===== src/clk_mode_pkg.sv =====
// Package of register map, field layout and divider constants for the channel clock mode block.
`default_nettype none
package clk_mode_pkg;
  // -------------------------------------------------------------------------
  // Register offsets (byte addresses on the APB bus).
  // -------------------------------------------------------------------------
  localparam logic [11:0] CONFIG_OFFSET = 12'h000;
  localparam logic [11:0] GLOBAL_OFFSET = 12'h004;
  localparam logic [11:0] BAUD_OFFSET = 12'h008;
  localparam logic [11:0] STATUS_OFFSET = 12'h00c;

  // -------------------------------------------------------------------------
  // Field positions and reset values.
  // -------------------------------------------------------------------------
  localparam int CFG_MODE_LSB = 0;
  localparam int CFG_SSEL_BIT = 3;
  localparam int CFG_TOE_BIT = 4;
  localparam int CFG_BCR_BIT = 5;
  localparam int CFG_XTRANS_BIT = 6;
  localparam int GLB_OSCILLATOR_POWER_DOWN_BIT = 0;
  localparam logic [6:0] CONFIG_RESET = 7'h00;
  localparam logic GLOBAL_RESET = 1'b1;
  localparam logic [15:0] BAUD_RESET = 16'h0000;

  // -------------------------------------------------------------------------
  // Clock mode codes of the three-bit mode field.
  // -------------------------------------------------------------------------
  localparam logic [2:0] MODE_0 = 3'h0;
  localparam logic [2:0] MODE_1 = 3'h1;
  localparam logic [2:0] MODE_2 = 3'h2;
  localparam logic [2:0] MODE_3 = 3'h3;
  localparam logic [2:0] MODE_4 = 3'h4;
  localparam logic [2:0] MODE_5 = 3'h5;
  localparam logic [2:0] MODE_6 = 3'h6;
  localparam logic [2:0] MODE_7 = 3'h7;

  // -------------------------------------------------------------------------
  // Divider and sampling constants.
  // -------------------------------------------------------------------------
  localparam logic [15:0] DIV16_LAST = 16'h000f;
  localparam logic [3:0] BYTE_BITS = 4'h8;
  localparam logic [3:0] SAMPLE_FIRST = 4'h7;
  localparam logic [3:0] SAMPLE_MID = 4'h8;
  localparam logic [3:0] SAMPLE_LAST = 4'h9;
endpackage
`default_nettype wire


===== src/rate_divider.sv =====
// Tick divider: passes every (last+1)-th input tick and exposes its phase.
`default_nettype none
module rate_divider (
  input wire logic pclk,
  input wire logic presetn,
  input wire logic tick_in,
  input wire logic clear,
  input wire logic [15:0] last,
  output logic tick_out,
  output logic [15:0] phase
);
  logic [15:0] cnt_q, cnt_d;
  logic tick_q, tick_d;

  // Clear parks the phase at zero so a newly selected divider starts aligned.
  always_comb begin
    cnt_d = cnt_q;
    tick_d = 1'b0;
    if (clear) begin
      cnt_d = 16'h0000;
    end else if (tick_in) begin
      if (cnt_q >= last) begin
        cnt_d = 16'h0000;
        tick_d = 1'b1;
      end else begin
        cnt_d = cnt_q + 16'h0001;
      end
    end
  end

  // Count and output tick registers.
  always_ff @(posedge pclk or negedge presetn) begin
    if (!presetn) begin
      cnt_q <= 16'h0000;
      tick_q <= 1'b0;
    end else begin
      cnt_q <= cnt_d;
      tick_q <= tick_d;
    end
  end

  assign tick_out = tick_q;
  assign phase = cnt_q;
endmodule
`default_nettype wire


===== src/majority_voter.sv =====
// Three-sample majority voter for oversampled asynchronous receive bits.
`default_nettype none
module majority_voter (
  input wire logic pclk,
  input wire logic presetn,
  input wire logic sample_tick,
  input wire logic [3:0] phase,
  input wire logic data_in,
  output logic vote
);
  logic [1:0] samp_q, samp_d;
  logic vote_q, vote_d;

  // The third sample decides together with the two held ones.
  always_comb begin
    samp_d = samp_q;
    vote_d = vote_q;
    if (sample_tick) begin
      if (phase == clk_mode_pkg::SAMPLE_FIRST) begin
        samp_d[0] = data_in;
      end
      if (phase == clk_mode_pkg::SAMPLE_MID) begin
        samp_d[1] = data_in;
      end
      if (phase == clk_mode_pkg::SAMPLE_LAST) begin
        vote_d = (samp_q[0] & samp_q[1]) | (samp_q[0] & data_in) | (samp_q[1] & data_in);
      end
    end
  end

  // Sample and vote registers.
  always_ff @(posedge pclk or negedge presetn) begin
    if (!presetn) begin
      samp_q <= 2'h0;
      vote_q <= 1'b1;
    end else begin
      samp_q <= samp_d;
      vote_q <= vote_d;
    end
  end

  assign vote = vote_q;
endmodule
`default_nettype wire


===== src/channel_clock_select.sv =====
// Per-channel clock mode selection: domain ticks, strobes, gating, sync and transmit clock pin drive.
//
// What this block does
// [RULE1]: separate transmit and receive domain clocks
// [RULE2]: mode field plus source select choose mode
// [RULE3]: mode 6b: oscillator generator, tx gen/16, rx DPLL
// [RULE4]: DPLL receive clock is DPLL clock /16
// [RULE5]: mode 0: rx pin; tx pin or generator
// [RULE6]: mode 0b drives generated tx clock out
// [RULE7]: mode 1: rx pin clocks both, strobes qualify
// [RULE8]: transparent strobed mode: one strobe per byte
// [RULE9]: async divide-by-16 in modes 1, 3b, 7b; mode 0 divides receive only
// [RULE10]: rate select set: three-sample majority vote
// [RULE11]: rate select ignored in other modes
// [RULE12]: software powers oscillator for modes 0b,6,7
// [RULE13]: oscillator shared, generator and DPLL per channel
// [RULE14]: crystal input accepts an external clock
// [RULE15]: tx pin shows tx clock or slot signal
// [RULE16]: strobes, gates and sync inputs per mode
// [RULE17]: modes 2,3,6,7 generator, receive, transmit sources
// [RULE18]: mode 5a common clock; 5b separate clocks
// [RULE19]: generator feeds DPLL at sixteen times rate
// [RULE20]: mode 4 gates each clock per bit
// [RULE21]: mode 5a tx pin low in slot
`default_nettype none
module channel_clock_select (
  input wire logic pclk,
  input wire logic presetn,
  input wire logic psel,
  input wire logic penable,
  input wire logic pwrite,
  input wire logic [11:0] paddr,
  input wire logic [31:0] pwdata,
  output logic [31:0] prdata,
  output logic pready,
  output logic pslverr,
  input wire logic receive_clock_pin,
  input wire logic tx_clock_pin_in,
  input wire logic crystal_in_pin,
  input wire logic carrier_detect_pin,
  input wire logic receive_gate_pin,
  input wire logic transmit_gate_pin,
  input wire logic frame_sync_pin,
  input wire logic tx_octet_sync_pin,
  input wire logic rx_octet_sync_pin,
  input wire logic rx_data_pin,
  input wire logic rx_slot_active,
  input wire logic tx_slot_active,
  output logic tx_clock_pin_out,
  output logic tx_clock_pin_oe,
  output logic rx_domain_clock,
  output logic tx_domain_clock,
  output logic rx_bit,
  output logic rx_sync,
  output logic tx_sync
);
  // ---------------------------------------------------------------------------
  // Register file.
  // ---------------------------------------------------------------------------
  logic [6:0] cfg_q, cfg_d;
  logic oscillator_power_down_q, oscillator_power_down_d;
  logic [15:0] baud_q, baud_d;
  logic [31:0] prdata_q, prdata_d;
  logic [31:0] status;
  logic setup, access, mapped;
  logic [2:0] clock_mode_field;
  logic source_sel, transmit_output_enable, bit_clock_rate_sel, ext_transparent;

  assign clock_mode_field = cfg_q[clk_mode_pkg::CFG_MODE_LSB +: 3]; // [RULE2]
  assign source_sel = cfg_q[clk_mode_pkg::CFG_SSEL_BIT]; // [RULE2]
  assign transmit_output_enable = cfg_q[clk_mode_pkg::CFG_TOE_BIT];
  assign bit_clock_rate_sel = cfg_q[clk_mode_pkg::CFG_BCR_BIT];
  assign ext_transparent = cfg_q[clk_mode_pkg::CFG_XTRANS_BIT];

  // APB decode; the slave never waits, so the access phase always completes.
  assign setup = psel & ~penable;
  assign access = psel & penable;
  assign mapped = (paddr == clk_mode_pkg::CONFIG_OFFSET) | (paddr == clk_mode_pkg::GLOBAL_OFFSET) |
                  (paddr == clk_mode_pkg::BAUD_OFFSET) | (paddr == clk_mode_pkg::STATUS_OFFSET);
  assign pready = 1'b1;
  assign pslverr = access & ~mapped;
  assign prdata = prdata_q;

  // Writes land at the completing access edge; read data is captured in setup.
  always_comb begin
    cfg_d = cfg_q;
    oscillator_power_down_d = oscillator_power_down_q;
    baud_d = baud_q;
    prdata_d = prdata_q;
    if (access & pwrite) begin
      case (paddr)
        clk_mode_pkg::CONFIG_OFFSET: begin
          cfg_d = pwdata[6:0];
        end
        clk_mode_pkg::GLOBAL_OFFSET: begin
          oscillator_power_down_d = pwdata[clk_mode_pkg::GLB_OSCILLATOR_POWER_DOWN_BIT];
        end
        clk_mode_pkg::BAUD_OFFSET: begin
          baud_d = pwdata[15:0];
        end
        default: begin
          cfg_d = cfg_q;
        end
      endcase
    end
    if (setup) begin
      case (paddr)
        clk_mode_pkg::CONFIG_OFFSET: prdata_d = {25'h000_0000, cfg_q};
        clk_mode_pkg::GLOBAL_OFFSET: prdata_d = {31'h0000_0000, oscillator_power_down_q};
        clk_mode_pkg::BAUD_OFFSET: prdata_d = {16'h0000, baud_q};
        clk_mode_pkg::STATUS_OFFSET: prdata_d = status;
        default: prdata_d = 32'h0000_0000;
      endcase
    end
  end

  // Register file storage; the oscillator starts powered down.
  always_ff @(posedge pclk or negedge presetn) begin
    if (!presetn) begin
      cfg_q <= clk_mode_pkg::CONFIG_RESET;
      oscillator_power_down_q <= clk_mode_pkg::GLOBAL_RESET;
      baud_q <= clk_mode_pkg::BAUD_RESET;
      prdata_q <= 32'h0000_0000;
    end else begin
      cfg_q <= cfg_d;
      oscillator_power_down_q <= oscillator_power_down_d;
      baud_q <= baud_d;
      prdata_q <= prdata_d;
    end
  end

  // ---------------------------------------------------------------------------
  // Pin edge detection.
  // ---------------------------------------------------------------------------
  logic [6:0] pins, pins_q, rise;
  logic rxc_rise, txc_rise, xtal_rise, cd_rise, fsc_rise, ost_rise, osr_rise;

  assign pins = {rx_octet_sync_pin, tx_octet_sync_pin, frame_sync_pin, carrier_detect_pin,
                 crystal_in_pin, tx_clock_pin_in, receive_clock_pin};
  assign rise = pins & ~pins_q;
  assign {osr_rise, ost_rise, fsc_rise, cd_rise, xtal_rise, txc_rise, rxc_rise} = rise;

  // Pins are synchronous to pclk, so no extra stage is needed.
  always_ff @(posedge pclk or negedge presetn) begin
    if (!presetn) begin
      pins_q <= 7'h00;
    end else begin
      pins_q <= pins;
    end
  end

  // ---------------------------------------------------------------------------
  // Oscillator, baud rate generator and DPLL.
  // ---------------------------------------------------------------------------
  logic osc_tick, brg_in, brg_tick, dpll_tick;
  logic osc_mode, pinfed_mode;

  // The crystal input alone may carry an external clock; a powered-down oscillator gives none.
  assign osc_tick = xtal_rise & ~oscillator_power_down_q; // [RULE14] [RULE12]
  assign osc_mode = ((clock_mode_field == clk_mode_pkg::MODE_0) & source_sel) |
                    (clock_mode_field == clk_mode_pkg::MODE_6) | (clock_mode_field == clk_mode_pkg::MODE_7);
  assign pinfed_mode = (clock_mode_field == clk_mode_pkg::MODE_2) | (clock_mode_field == clk_mode_pkg::MODE_3);
  // Oscillator or receive pin feeds this channel's own generator.
  assign brg_in = (osc_mode & osc_tick) | (pinfed_mode & rxc_rise); // [RULE17] [RULE13] [RULE3]

  // Generator divides by baud register plus one; it is private to this channel.
  rate_divider u_brg (
    .pclk(pclk),
    .presetn(presetn),
    .tick_in(brg_in),
    .clear(1'b0),
    .last(baud_q),
    .tick_out(brg_tick),
    .phase()
  ); // [RULE13]

  // With no phase tracking the DPLL output is the generator reference over sixteen,
  // which is also the generator/16 transmit source.
  rate_divider u_dpll (
    .pclk(pclk),
    .presetn(presetn),
    .tick_in(brg_tick),
    .clear(1'b0),
    .last(clk_mode_pkg::DIV16_LAST),
    .tick_out(dpll_tick),
    .phase()
  ); // [RULE19] [RULE4]

  // ---------------------------------------------------------------------------
  // Source selection per mode.
  // ---------------------------------------------------------------------------
  logic rx_base, tx_base, strobe_mode, bcr_rx, bcr_tx;

  // Pick raw domain ticks for each mode and sub-mode.
  always_comb begin
    rx_base = 1'b0;
    tx_base = 1'b0;
    strobe_mode = 1'b0;
    case (clock_mode_field)
      clk_mode_pkg::MODE_0: begin
        rx_base = rxc_rise; // [RULE5]
        tx_base = source_sel ? brg_tick : txc_rise; // [RULE5]
      end
      clk_mode_pkg::MODE_1: begin
        strobe_mode = 1'b1; // [RULE7]
      end
      clk_mode_pkg::MODE_2, clk_mode_pkg::MODE_6: begin
        rx_base = dpll_tick; // [RULE3] [RULE17]
        tx_base = source_sel ? dpll_tick : txc_rise; // [RULE3] [RULE17]
      end
      clk_mode_pkg::MODE_3, clk_mode_pkg::MODE_7: begin
        rx_base = source_sel ? brg_tick : dpll_tick; // [RULE17]
        tx_base = source_sel ? brg_tick : dpll_tick; // [RULE17]
      end
      clk_mode_pkg::MODE_4: begin
        rx_base = rxc_rise & ~receive_gate_pin; // [RULE20] [RULE16]
        tx_base = txc_rise & ~transmit_gate_pin; // [RULE20] [RULE16]
      end
      clk_mode_pkg::MODE_5: begin
        rx_base = rxc_rise & rx_slot_active; // [RULE18] [RULE16]
        tx_base = (source_sel ? txc_rise : rxc_rise) & tx_slot_active; // [RULE18]
      end
      default: begin
        rx_base = 1'b0;
      end
    endcase
  end

  // ---------------------------------------------------------------------------
  // Strobed clocking in mode 1.
  // ---------------------------------------------------------------------------
  logic [3:0] rx_left_q, rx_left_d, tx_left_q, tx_left_d;
  logic rx_strobed, tx_strobed, rx_src, tx_src;

  // Per-bit mode passes every receive clock edge while its strobe is high; transparent mode arms a whole byte per strobe edge.
  always_comb begin
    rx_left_d = rx_left_q;
    tx_left_d = tx_left_q;
    rx_strobed = 1'b0;
    tx_strobed = 1'b0;
    if (!strobe_mode) begin
      rx_left_d = 4'h0;
      tx_left_d = 4'h0;
    end else if (!ext_transparent) begin
      rx_strobed = rxc_rise & carrier_detect_pin; // [RULE7] [RULE16]
      tx_strobed = rxc_rise & tx_clock_pin_in; // [RULE7] [RULE16]
    end else begin
      if (rxc_rise && rx_left_q != 4'h0) begin
        rx_strobed = 1'b1;
        rx_left_d = rx_left_q - 4'h1;
      end else if (cd_rise && rx_left_q == 4'h0) begin
        rx_left_d = clk_mode_pkg::BYTE_BITS; // [RULE8]
      end
      if (rxc_rise && tx_left_q != 4'h0) begin
        tx_strobed = 1'b1;
        tx_left_d = tx_left_q - 4'h1;
      end else if (txc_rise && tx_left_q == 4'h0) begin
        tx_left_d = clk_mode_pkg::BYTE_BITS; // [RULE8]
      end
    end
  end

  // Byte-alignment bit counters.
  always_ff @(posedge pclk or negedge presetn) begin
    if (!presetn) begin
      rx_left_q <= 4'h0;
      tx_left_q <= 4'h0;
    end else begin
      rx_left_q <= rx_left_d;
      tx_left_q <= tx_left_d;
    end
  end

  assign rx_src = rx_base | rx_strobed;
  assign tx_src = tx_base | tx_strobed;

  // ---------------------------------------------------------------------------
  // Bit clock rate division and majority sampling.
  // ---------------------------------------------------------------------------
  logic rx_div_tick, tx_div_tick, vote;
  logic [15:0] rx_phase;

  // Division applies only where the rate select is honoured; elsewhere it is ignored.
  assign bcr_rx = bit_clock_rate_sel & ((clock_mode_field == clk_mode_pkg::MODE_0) |
                  (clock_mode_field == clk_mode_pkg::MODE_1) |
                  (((clock_mode_field == clk_mode_pkg::MODE_3) | (clock_mode_field == clk_mode_pkg::MODE_7)) &
                   source_sel)); // [RULE9] [RULE11]
  assign bcr_tx = bit_clock_rate_sel & ((clock_mode_field == clk_mode_pkg::MODE_1) |
                  (((clock_mode_field == clk_mode_pkg::MODE_3) | (clock_mode_field == clk_mode_pkg::MODE_7)) &
                   source_sel)); // [RULE9] [RULE11]

  // Receive divide-by-16; its phase also steers the voter.
  rate_divider u_rx_div (
    .pclk(pclk),
    .presetn(presetn),
    .tick_in(rx_src),
    .clear(~bcr_rx),
    .last(clk_mode_pkg::DIV16_LAST),
    .tick_out(rx_div_tick),
    .phase(rx_phase)
  ); // [RULE9]

  // Transmit divide-by-16.
  rate_divider u_tx_div (
    .pclk(pclk),
    .presetn(presetn),
    .tick_in(tx_src),
    .clear(~bcr_tx),
    .last(clk_mode_pkg::DIV16_LAST),
    .tick_out(tx_div_tick),
    .phase()
  ); // [RULE9]

  // Three samples around mid-bit decide the received value.
  majority_voter u_vote (
    .pclk(pclk),
    .presetn(presetn),
    .sample_tick(rx_src & bcr_rx),
    .phase(rx_phase[3:0]),
    .data_in(rx_data_pin),
    .vote(vote)
  ); // [RULE10]

  // ---------------------------------------------------------------------------
  // Domain ticks, receive bit, sync and transmit pin.
  // ---------------------------------------------------------------------------
  logic rx_tick_q, rx_tick_d, tx_tick_q, tx_tick_d, rx_bit_q, rx_bit_d;
  logic rx_sync_q, rx_sync_d, tx_sync_q, tx_sync_d, tx_level_q, tx_level_d;
  logic pin_q, pin_d, oe_q, oe_d, oe_mode;
  logic [7:0] rx_cnt_q, rx_cnt_d, tx_cnt_q, tx_cnt_d;

  // Output enable is allowed only where the transmit clock is generated internally, or in 5a.
  assign oe_mode = ((clock_mode_field == clk_mode_pkg::MODE_0) & source_sel) |
                   (((clock_mode_field == clk_mode_pkg::MODE_2) | (clock_mode_field == clk_mode_pkg::MODE_6)) &
                    source_sel) |
                   (clock_mode_field == clk_mode_pkg::MODE_3) | (clock_mode_field == clk_mode_pkg::MODE_7) |
                   ((clock_mode_field == clk_mode_pkg::MODE_5) & ~source_sel);

  // Next values of the independent receive and transmit domain ticks and pin drive.
  always_comb begin
    rx_tick_d = bcr_rx ? rx_div_tick : rx_src; // [RULE1]
    tx_tick_d = bcr_tx ? tx_div_tick : tx_src; // [RULE1]
    rx_bit_d = rx_bit_q;
    if (bcr_rx) begin
      rx_bit_d = vote; // [RULE10]
    end else if (rx_src) begin
      rx_bit_d = rx_data_pin;
    end
    rx_sync_d = 1'b0;
    tx_sync_d = 1'b0;
    if (clock_mode_field == clk_mode_pkg::MODE_5) begin
      rx_sync_d = source_sel ? osr_rise : fsc_rise; // [RULE16] [RULE18]
      tx_sync_d = source_sel ? ost_rise : fsc_rise; // [RULE16] [RULE18]
    end
    tx_level_d = tx_tick_q ? ~tx_level_q : tx_level_q;
    oe_d = transmit_output_enable & oe_mode; // [RULE6] [RULE15]
    pin_d = tx_level_q; // [RULE15]
    if ((clock_mode_field == clk_mode_pkg::MODE_5) && !source_sel) begin
      pin_d = ~tx_slot_active; // [RULE21]
    end
    rx_cnt_d = rx_tick_q ? rx_cnt_q + 8'h01 : rx_cnt_q;
    tx_cnt_d = tx_tick_q ? tx_cnt_q + 8'h01 : tx_cnt_q;
  end

  // Output and activity counter registers.
  always_ff @(posedge pclk or negedge presetn) begin
    if (!presetn) begin
      rx_tick_q <= 1'b0;
      tx_tick_q <= 1'b0;
      rx_bit_q <= 1'b1;
      rx_sync_q <= 1'b0;
      tx_sync_q <= 1'b0;
      tx_level_q <= 1'b0;
      pin_q <= 1'b0;
      oe_q <= 1'b0;
      rx_cnt_q <= 8'h00;
      tx_cnt_q <= 8'h00;
    end else begin
      rx_tick_q <= rx_tick_d;
      tx_tick_q <= tx_tick_d;
      rx_bit_q <= rx_bit_d;
      rx_sync_q <= rx_sync_d;
      tx_sync_q <= tx_sync_d;
      tx_level_q <= tx_level_d;
      pin_q <= pin_d;
      oe_q <= oe_d;
      rx_cnt_q <= rx_cnt_d;
      tx_cnt_q <= tx_cnt_d;
    end
  end

  // Status shows pin drive and domain tick counts.
  assign status = {8'h00, tx_cnt_q, rx_cnt_q, 3'h0, bcr_tx, bcr_rx, rx_bit_q, pin_q, oe_q};
  assign rx_domain_clock = rx_tick_q;
  assign tx_domain_clock = tx_tick_q;
  assign rx_bit = rx_bit_q;
  assign rx_sync = rx_sync_q;
  assign tx_sync = tx_sync_q;
  assign tx_clock_pin_out = pin_q;
  assign tx_clock_pin_oe = oe_q;
endmodule
`default_nettype wire


===== config.mk =====
export PLATFORM = sky130hd
export DESIGN_NAME = channel_clock_select
export DESIGN_NICKNAME = d
export VERILOG_FILES = /design/src/clk_mode_pkg.sv /design/src/rate_divider.sv /design/src/majority_voter.sv /design/src/channel_clock_select.sv
export SDC_FILE = /design/constraint.sdc
export NUM_CORES = 1
export LEC_CHECK = 0
export BUFFER_PORTS_ARGS = -buffer_cell sky130_fd_sc_hd__buf_2
export CAP_MARGIN = 30
export CORE_MARGIN = 5
export CORE_UTILIZATION = 32
export DETAILED_ROUTE_END_ITERATION = 10
export SKIP_CTS_REPAIR_TIMING = 1
export SYNTH_ARGS = -nofsm -noshare
export SYNTH_HDL_FRONTEND = slang
export SYNTH_HIERARCHICAL = 1
export SYNTH_SLANG_ARGS = --single-unit

===== constraint.sdc =====
create_clock -name pclk -period 3.63 [get_ports pclk]
set_input_delay 0.726 -clock pclk [delete_from_list [all_inputs] [get_ports pclk]]
set_output_delay 0.726 -clock pclk [all_outputs]
set_load 0.1 [all_outputs]

Word-level counts from Yosys, hierarchy flattened:

Index checks and enable logic that the tools add are counted.

* output and inout bits: 41
* input bits: 61
* flip-flop bits (word level): 166

* equal/unequal tests: 18
* bitwise operators: 54
* reduce and logical (&&, ||, !) cells: 23
* add/subtract/negate cells: 8
* order comparisons: 4
* muxes and demuxes: 49

Operators by type and width (count)
* $mux 16: 8
* $pmux 24 s4: 1
* $add 16x1->16 const B: 4
* $ge 16x4->1 const B: 3
* $mux 4: 8
* $mux 1: 30
* $and 1x1->1: 24
* $eq 12x4->1 const B: 2
* $or 1x1->1: 20
* $add 8x1->8 const B: 2
* $ge 16x16->1: 1
* $reduce_and 2->1: 8
* $eq 12x3->1 const B: 1
* $eq 3x3->1 const B: 4
* $logic_not 12->1: 1
* $pmux 1 s5: 2
* $eq 4x4->1 const B: 2
* $logic_not 4->1: 2
* $not 1->1: 8
* $reduce_bool 4->1: 2
* $sub 4x1->4 const B: 2
* $and 7x7->7: 1
* $not 7->7: 1
* $eq 3x2->1 const B: 2
* other kinds (10): 17

Depth between registers and ports, before layout:

Gate-level depths: netlist of the first run.

* depth in word-level cells: 9
* depth in mapped cells: 11
* gate-level depth less buffers: 10

Modules after synthesis:

Netlist of the first run, hierarchy kept.

Modules (own cells, without submodules)
* rate_divider: area each 1457.6 µm², instances 4, sequential area each 425.4 µm², cells an instance 173
* channel_clock_select: area each 4119.0 µm², instances 1, sequential area each 2179.6 µm², cells an instance 368
* majority_voter: area each 152.6 µm², instances 1, sequential area each 76.3 µm², cells an instance 12

Worst setup path after synthesis of the first run:

OpenSTA, ideal clock, no wires.

* kind: input to register
* start point: in tx_clock_pin_in
* end point: reg u_tx_div.cnt_q[3] (netlist: u_tx_div/phase[3])
* buffers on the path: 1
* slack: 944 ps
* arrival: 2604 ps
* cell stages on the path: 8
* cells stage by stage: nand2b_1 -> a2111o_1 -> a31oi_1 -> nand2b_1 -> nor4_2 -> clkbuf_1 -> nand3_1 -> a31oi_1

* longest elaborated chain between the ends: 6

RTL lines
* start: declaration: RTL line channel_clock_select.sv:38 `input wire logic tx_clock_pin_in,`
* $and 7x7->7: RTL line channel_clock_select.sv:140 `assign rise = pins & ~pins_q;`
* $mux 1: RTL line channel_clock_select.sv:221 `tx_base = (source_sel ? txc_rise : rxc_rise) & tx_slot_active;`
* $and 1x1->1: RTL line channel_clock_select.sv:221
* $pmux 1 s5: RTL line channel_clock_select.sv:199 `case (clock_mode_field)`
* $or 1x1->1 *: RTL line channel_clock_select.sv:275 `assign tx_src = tx_base | tx_strobed;`
* via tx_src: RTL line channel_clock_select.sv:233 `logic rx_strobed, tx_strobed, rx_src, tx_src;`
* $ne 2x1->1 (no source line) *
* end signal: assignment: RTL line rate_divider.sv:37 `cnt_q <= cnt_d;`
* end: declaration: RTL line rate_divider.sv:12 `logic [15:0] cnt_q, cnt_d;`

Mark *: on every way through the listed nets, which the timed path passes. The rest lies on a longest branch.
A chain may end at the register's enable or synchronous reset.

Final worst setup path of the first run:

* start point: reg rx_left_q[0]
* end point: reg u_rx_div.cnt_q[14] (netlist: u_rx_div/phase[14])

* longest elaborated chain between the ends: 7

RTL lines
* start: declaration: RTL line channel_clock_select.sv:232 `logic [3:0] rx_left_q, rx_left_d, tx_left_q, tx_left_d;`
* start signal: assignment: RTL line channel_clock_select.sv:269 `rx_left_q <= rx_left_d;`
* $reduce_bool 4->1: RTL line channel_clock_select.sv:248 `if (rxc_rise && rx_left_q != 4'h0) begin`
* $logic_and 1x1->1: RTL line channel_clock_select.sv:248
* $mux 1: RTL line channel_clock_select.sv:248
* $mux 1: RTL line channel_clock_select.sv:244 `end else if (!ext_transparent) begin`
* $mux 1: RTL line channel_clock_select.sv:241 `if (!strobe_mode) begin`
* $or 1x1->1: RTL line channel_clock_select.sv:274 `assign rx_src = rx_base | rx_strobed;`
* via rx_src: RTL line channel_clock_select.sv:233
* $ne 2x1->1 (no source line)
* end signal: assignment: RTL line rate_divider.sv:37
* end: declaration: RTL line rate_divider.sv:12

The timed path passes the listed nets, and every way through them passes these cells.

==> out/metrics.cfg, run 1 <==
[yosys]
seq_area_frac_synth=0.3918
synth_cells=1072
synth_edf_count=0
ys_warn_count=6
synth_area_leaders=dfrtp_1 38%, ha_1 9.2%, inv_1 3.6%
ys.flop_type=dfrtp_1
synthTopCellsByCount=155 x dfrtp_1, 96 x inv_1, 95 x nand2_1, 74 x ha_1, 47 x a31oi_1
synth_seq_cells=158
synth_top_area_frac=0.3839
yosysTopAreaCell=dfrtp_1
ys_types=70
avgSynthCellArea_um2=9.424
async_reset_ff_frac=1.000
synth_most_common_cell=dfrtp_1
syn-cell-area_um2=10100

[clocking]
cts_buffers=17
clk_latency_ns=0.44
cts_max_path_buffers=2
clock-sinks=158
tritoncts=yes
cts-htree-levels=4
path_clk_slew_ns=0.07
root_buffer=clkbuf_16

[placement]
numPlacedInstances=1577
routabilityCongestion=0.8322
dp_hpwl_um=19040
io_buffers=76

[finish]
instances_no_fill=1609
drive_gt1_frac=0.1558
fillerInstances=3164
area_growth_pct=16.04
diodes=0
nets=1329
fin_util=0.3734

[worst_setup_path]
r2r_setup_slack_ns=0.55
critPathKind=reg -> reg
cp_max_fo=16
crit_path_max_incr_delay_ns=0.49
ff2ff_path_depth=10
crit_path_end=u_rx_div/phase[14]
start_kind=flop
slowest_stage=nor3b_1
end_kind=flop
crit_path_cell_trace=inv_1 -> ha_1 -> nor3b_1 -> a211oi_1 -> o22a_1 -> nand2b_1 -> nor4_2 -> buf_4 -> and3_1 -> or3_1
reg2reg_from=rx_left_q[0]
cp_data_arrival_time_ns=3.40
startpoint=rx_left_q[0]
r2r_end=u_rx_div/phase[14]
crit_required_ns=3.95

[grt]
grt_overflow=0
grt_pass1_vias=8515
antenna_found_initial=0
grt_pass1_wl_um=43390
grt_max_degree=72
grtUsageTotal=0.1476

[die]
io_pins=102
dieWidth_um=187.7
die_y_um=187.7
start_util=0.3218
rows=65
die-area_um2=35220
core_um2=31390

[min_path]
hold_class=in -> async

[sta]
worst_slew_pin_slew_ns=0.7731
setup_tns_ns=0
fin_crit_sh=0.8480
rsz0062_at_grt=no
max_freq_mhz=324.9
setup_violations=0
clock_skew_ns=0.008334
slew_viol_final=0
slew_headroom=0.4846
hold_violations=0
min_period_ns=3.078

[route]
viasPerCell=5.325
wire_per_inst_um=16.11
drc_errors=0
wl_um=25930
vias=8568
first_pass_iters=6
postRouteAntennaNets=0
drtIter0Drc=690

[run]
cap_viol_max_count=0

[power]
p_per_area_nw_per_um2=370.6
p_int_mw=3.186
seqPwrFrac=0.441
leakage_nw=5.382
combinationalPowerShare=0.090
p_sw_mw=1.158
irDropWorstVdd_v=0.0003004
power.total_mw=4.345
switching_share=0.2666
clkPwrFrac=0.469

[status]
status=finished, final reports clean

placed cells by master, fill, tap and decap left out, types with 9 or more instances in the layout:
cell       Yosys  routed
dfrtp_1      155     155
a31oi_1       47      47
a22o_1        13      13
nand2b_1      12      12
nor3_1        23      23
a22oi_1       11      11
nand2_1       95      95
buf_2         11      75
o31ai_1       12      12
nor4_1        37      37
mux2_2        25      25
buf_4          9      12
nand3b_1      12      12
ha_1          74      74
nand4_1       37      37
conb_1         2      65
o21ai_1       16      16
inv_1         96      96
clkbuf_16      0      17
a211o_1       12      12
or3_1         20      20
nor2_1        40      40
o21ai_0       21      21
a21oi_1       38      38
and3_1        26      26
and2_1         9       9
xnor2_1       12      12
or4_1          9       9
nand3_1       44      44
flip-flops by register name, indices dropped and copies added (netlist names), 2 cells and up:
register,count
u_brg/phase,16
rx_cnt_q,8
cfg_q,7
prdata,24
pins_q,7
baud_q,16
u_dpll/phase,16
tx_cnt_q,8
u_rx_div/phase,16
rx_left_q,4
u_vote/samp_q,2
tx_left_q,4
u_tx_div/phase,16
metal layers:
layer  track usage  share of wire  wire length [um]
met2        0.2349           0.45             11700
met1        0.2049           0.49             12720
met4       0.04094          0.015               392
met3       0.02997          0.043              1116
met5             0              0                 0
final cells by class:
cell class	instances	area, um^2	area share
clock buffer	17	425.4	0.03629
clock inverter	15	235.2	0.02007
inverter	96	360.3	0.03074
multi-input combinational	832	5744	0.4900
sequential	158	3958	0.3376
tap	402	503.0	0.04291
timing repair buffer	89	496.7	0.04237
worst min-delay path by stage:
stage	cells past startpoint	start	endpoint	slack (ns)
global route	1	presetn	u_rx_div/phase[7]	0.36
finish	1	presetn	u_rx_div/phase[7]	0.28
detailed placement	1	tx_level_q	tx_level_q	0.46
global placement	1	tx_level_q	tx_level_q	0.45
floorplan	0	presetn	baud_q[0]	0.43
CTS	1	presetn	u_rx_div/phase[7]	0.32
through the flow:
stage	area, um^2	hold WS [ns]	setup WS [ns]
detailed placement	11060	0.4560	0.4995
global placement	11060	0.4487	0.5857
finish	11720	0.2825	0.5517
global route	11720	0.3599	0.3325
CTS	11720	0.3230	0.5846
floorplan	10340	0.4304	0.9438
cell families after synthesis:
group                    count (synthesis)  synth area share
AND/OR/NAND/NOR                        402            0.2218
XOR/XNOR                                15           0.01301
adder cells (fa/ha/maj)                 75           0.09277
other                                    2         0.0007434
buffers and inverters                  145           0.06304
multiplexers                            42           0.05004
AO/OA/AOI/OAI                          233            0.1668
flip-flops                             158            0.3918
power groups by stage:
stage               Sequential (mW)  Combinational [mW]  Clock [mW]
finish                         1.92               0.390        2.04
global route                   1.92               0.435        2.15
CTS                            1.91               0.396        2.08
detailed placement             1.94               0.394           0
global placement               1.94               0.386           0
floorplan                      1.99               0.216           0
critical path, delay by kind of cell (launching register included):
family | cells | cell delay, ns
compound gates | 2 | 0.47
fa+ha+maj | 1 | 0.19
buf+inv | 2 | 0.34
flops | 1 | 0.42
simple gates | 5 | 1.52
(Power assumes the default switching activity.)
==> run 2, diff against run 1 <==
Clock period 3.63 ns to 2.8 ns, I/O delays scaled along.
==> out/metrics.cfg, run 2 (synthesis gave the netlist of run 1 again) <==
[route]
postRouteAntennaNets=0
wire_per_inst_um=15.86
wl_um=26020
vias=8698
drc_errors=0
drtIter0Drc=670
viasPerCell=5.304
first_pass_iters=5

[worst_setup_path]
ff2ff_path_depth=6
slowest_stage=o32ai_2
crit_path_max_incr_delay_ns=0.65
cp_data_arrival_time_ns=2.95
r2r_end=u_brg/phase[0]
crit_required_ns=3.13
cp_max_fo=9
start_kind=flop
crit_path_cell_trace=ha_1 -> nand4_1 -> a2111o_1 -> o32ai_2 -> nor3_1 -> mux2_2
end_kind=flop
reg2reg_from=u_brg/phase[13]
critPathKind=reg -> reg
r2r_setup_slack_ns=0.18

[finish]
multi_input_area_um2=5746
mostFrequentLayoutCells=155 x dfrtp_1, 96 x inv_1, 95 x nand2_1
fillerInstances=3159
instances_no_fill=1640
drive_gt1_frac=0.1777
nets=1360
area_growth_pct=17.80
final_common_cell=dfrtp_1
seqCellArea_um2=3958
diodes=0
largest_reg_flops=24

[sta]
max_freq_mhz=381.5
setup_violations=0
slew_headroom=0.3872
fin_crit_sh=0.9361
rsz0062_at_grt=no
clock_skew_ns=0.01423
setup_tns_ns=0
hold_violations=0
slew_viol_final=0
worst_slew_pin_slew_ns=0.9116
min_period_ns=2.621

[die]
core_um2=31390
die-area_um2=35220
die_y_um=187.7
dieWidth_um=187.7
rows=65
io_pins=102
start_util=0.3218

[min_path]
hold_class=in -> async

[placement]
dp_hpwl_um=19640
io_buffers=76
numPlacedInstances=1608
routabilityCongestion=0.8466

[clocking]
path_clk_slew_ns=0.08
cts_max_path_buffers=2
cts_buffers=17
root_buffer=clkbuf_16
clock-sinks=158
cts-htree-levels=4
clk_latency_ns=0.43
tritoncts=yes

[power]
power.total_mw=5.330
leakage_nw=5.506
irDropWorstVdd_v=0.0004178
p_per_area_nw_per_um2=447.9

[status]
status=finished, final reports clean

[grt]
grt_pass1_wl_um=43490
grtUsageTotal=0.1473
grt_overflow=0
grt_pass1_vias=8489
grt_max_degree=62
antenna_found_initial=2

[run]
cap_viol_max_count=0

## run 2: cell count changes in the layout (fill, tap and decap cells not counted), sizes merged
cell      delta
bufinv       -5
clkinvlp     -1
buf         +31
inv          +1
clkinv       +5
## run 2: worst max-delay path: cells and delay by family, from the launching register on
kind                       cells  cell delay, ns
AOI/OAI and AO/OA              2            1.02
DFF                            1            0.44
and+or+nand+nor                2            0.42
adders and majority gates      1            0.32
muxes                          1            0.31
## run 2: final cells by class
cell class / count / area share
Clock buffer: 17 / 0.03575
Clock inverter: 15 / 0.01504
Inverter: 96 / 0.03028
Multi-Input combinational cell: 832 / 0.4828
Sequential cell: 158 / 0.3326
Tap cell: 402 / 0.04227
Timing Repair Buffer: 120 / 0.06130
## run 2: worst max-delay path by stage
stage	cells after the start	to	slack, ns	start
global route	9	u_rx_div/phase[0]	0.0009	rx_left_q[0]
finish	6	u_brg/phase[0]	0.18	u_brg/phase[13]
floorplan	9	u_tx_div/phase[3]	0.27	cfg_q[1]
detailed placement	8	u_tx_div/phase[2]	0.13	tx_clock_pin_in
CTS	6	u_rx_div/phase[14]	0.19	u_rx_div/phase[13]
global placement	8	u_tx_div/phase[2]	0.18	tx_clock_pin_in
## run 2: per-layer routing
layer  share of wire  track usage  routed length, um
met1            0.48       0.2101              12390
met2            0.45       0.2271              11710
met3           0.058      0.03053               1496
met4           0.015      0.04150                396
met5         0.00081            0                 21
## run 2: stage by stage
stage               setup WS (ns)  hold slack (ns)    util  cell area [um^2]
floorplan                  0.2733           0.2644       -             10340
global placement           0.1790           0.4515  0.3598             11290
detailed placement         0.1279           0.4530  0.3598             11290
CTS                        0.1877          0.08326  0.3790             11900
global route            0.0008855           0.1011  0.3791             11900
finish                     0.1790          0.06615  0.3791             11900
## run 2: where the power goes
group          total, mW  leakage, nW  internal [mW]  switching, mW
sequential          2.48         2.14           2.37          0.110
combinational      0.518         3.08          0.161          0.357
clock               2.33        0.285           1.20           1.13
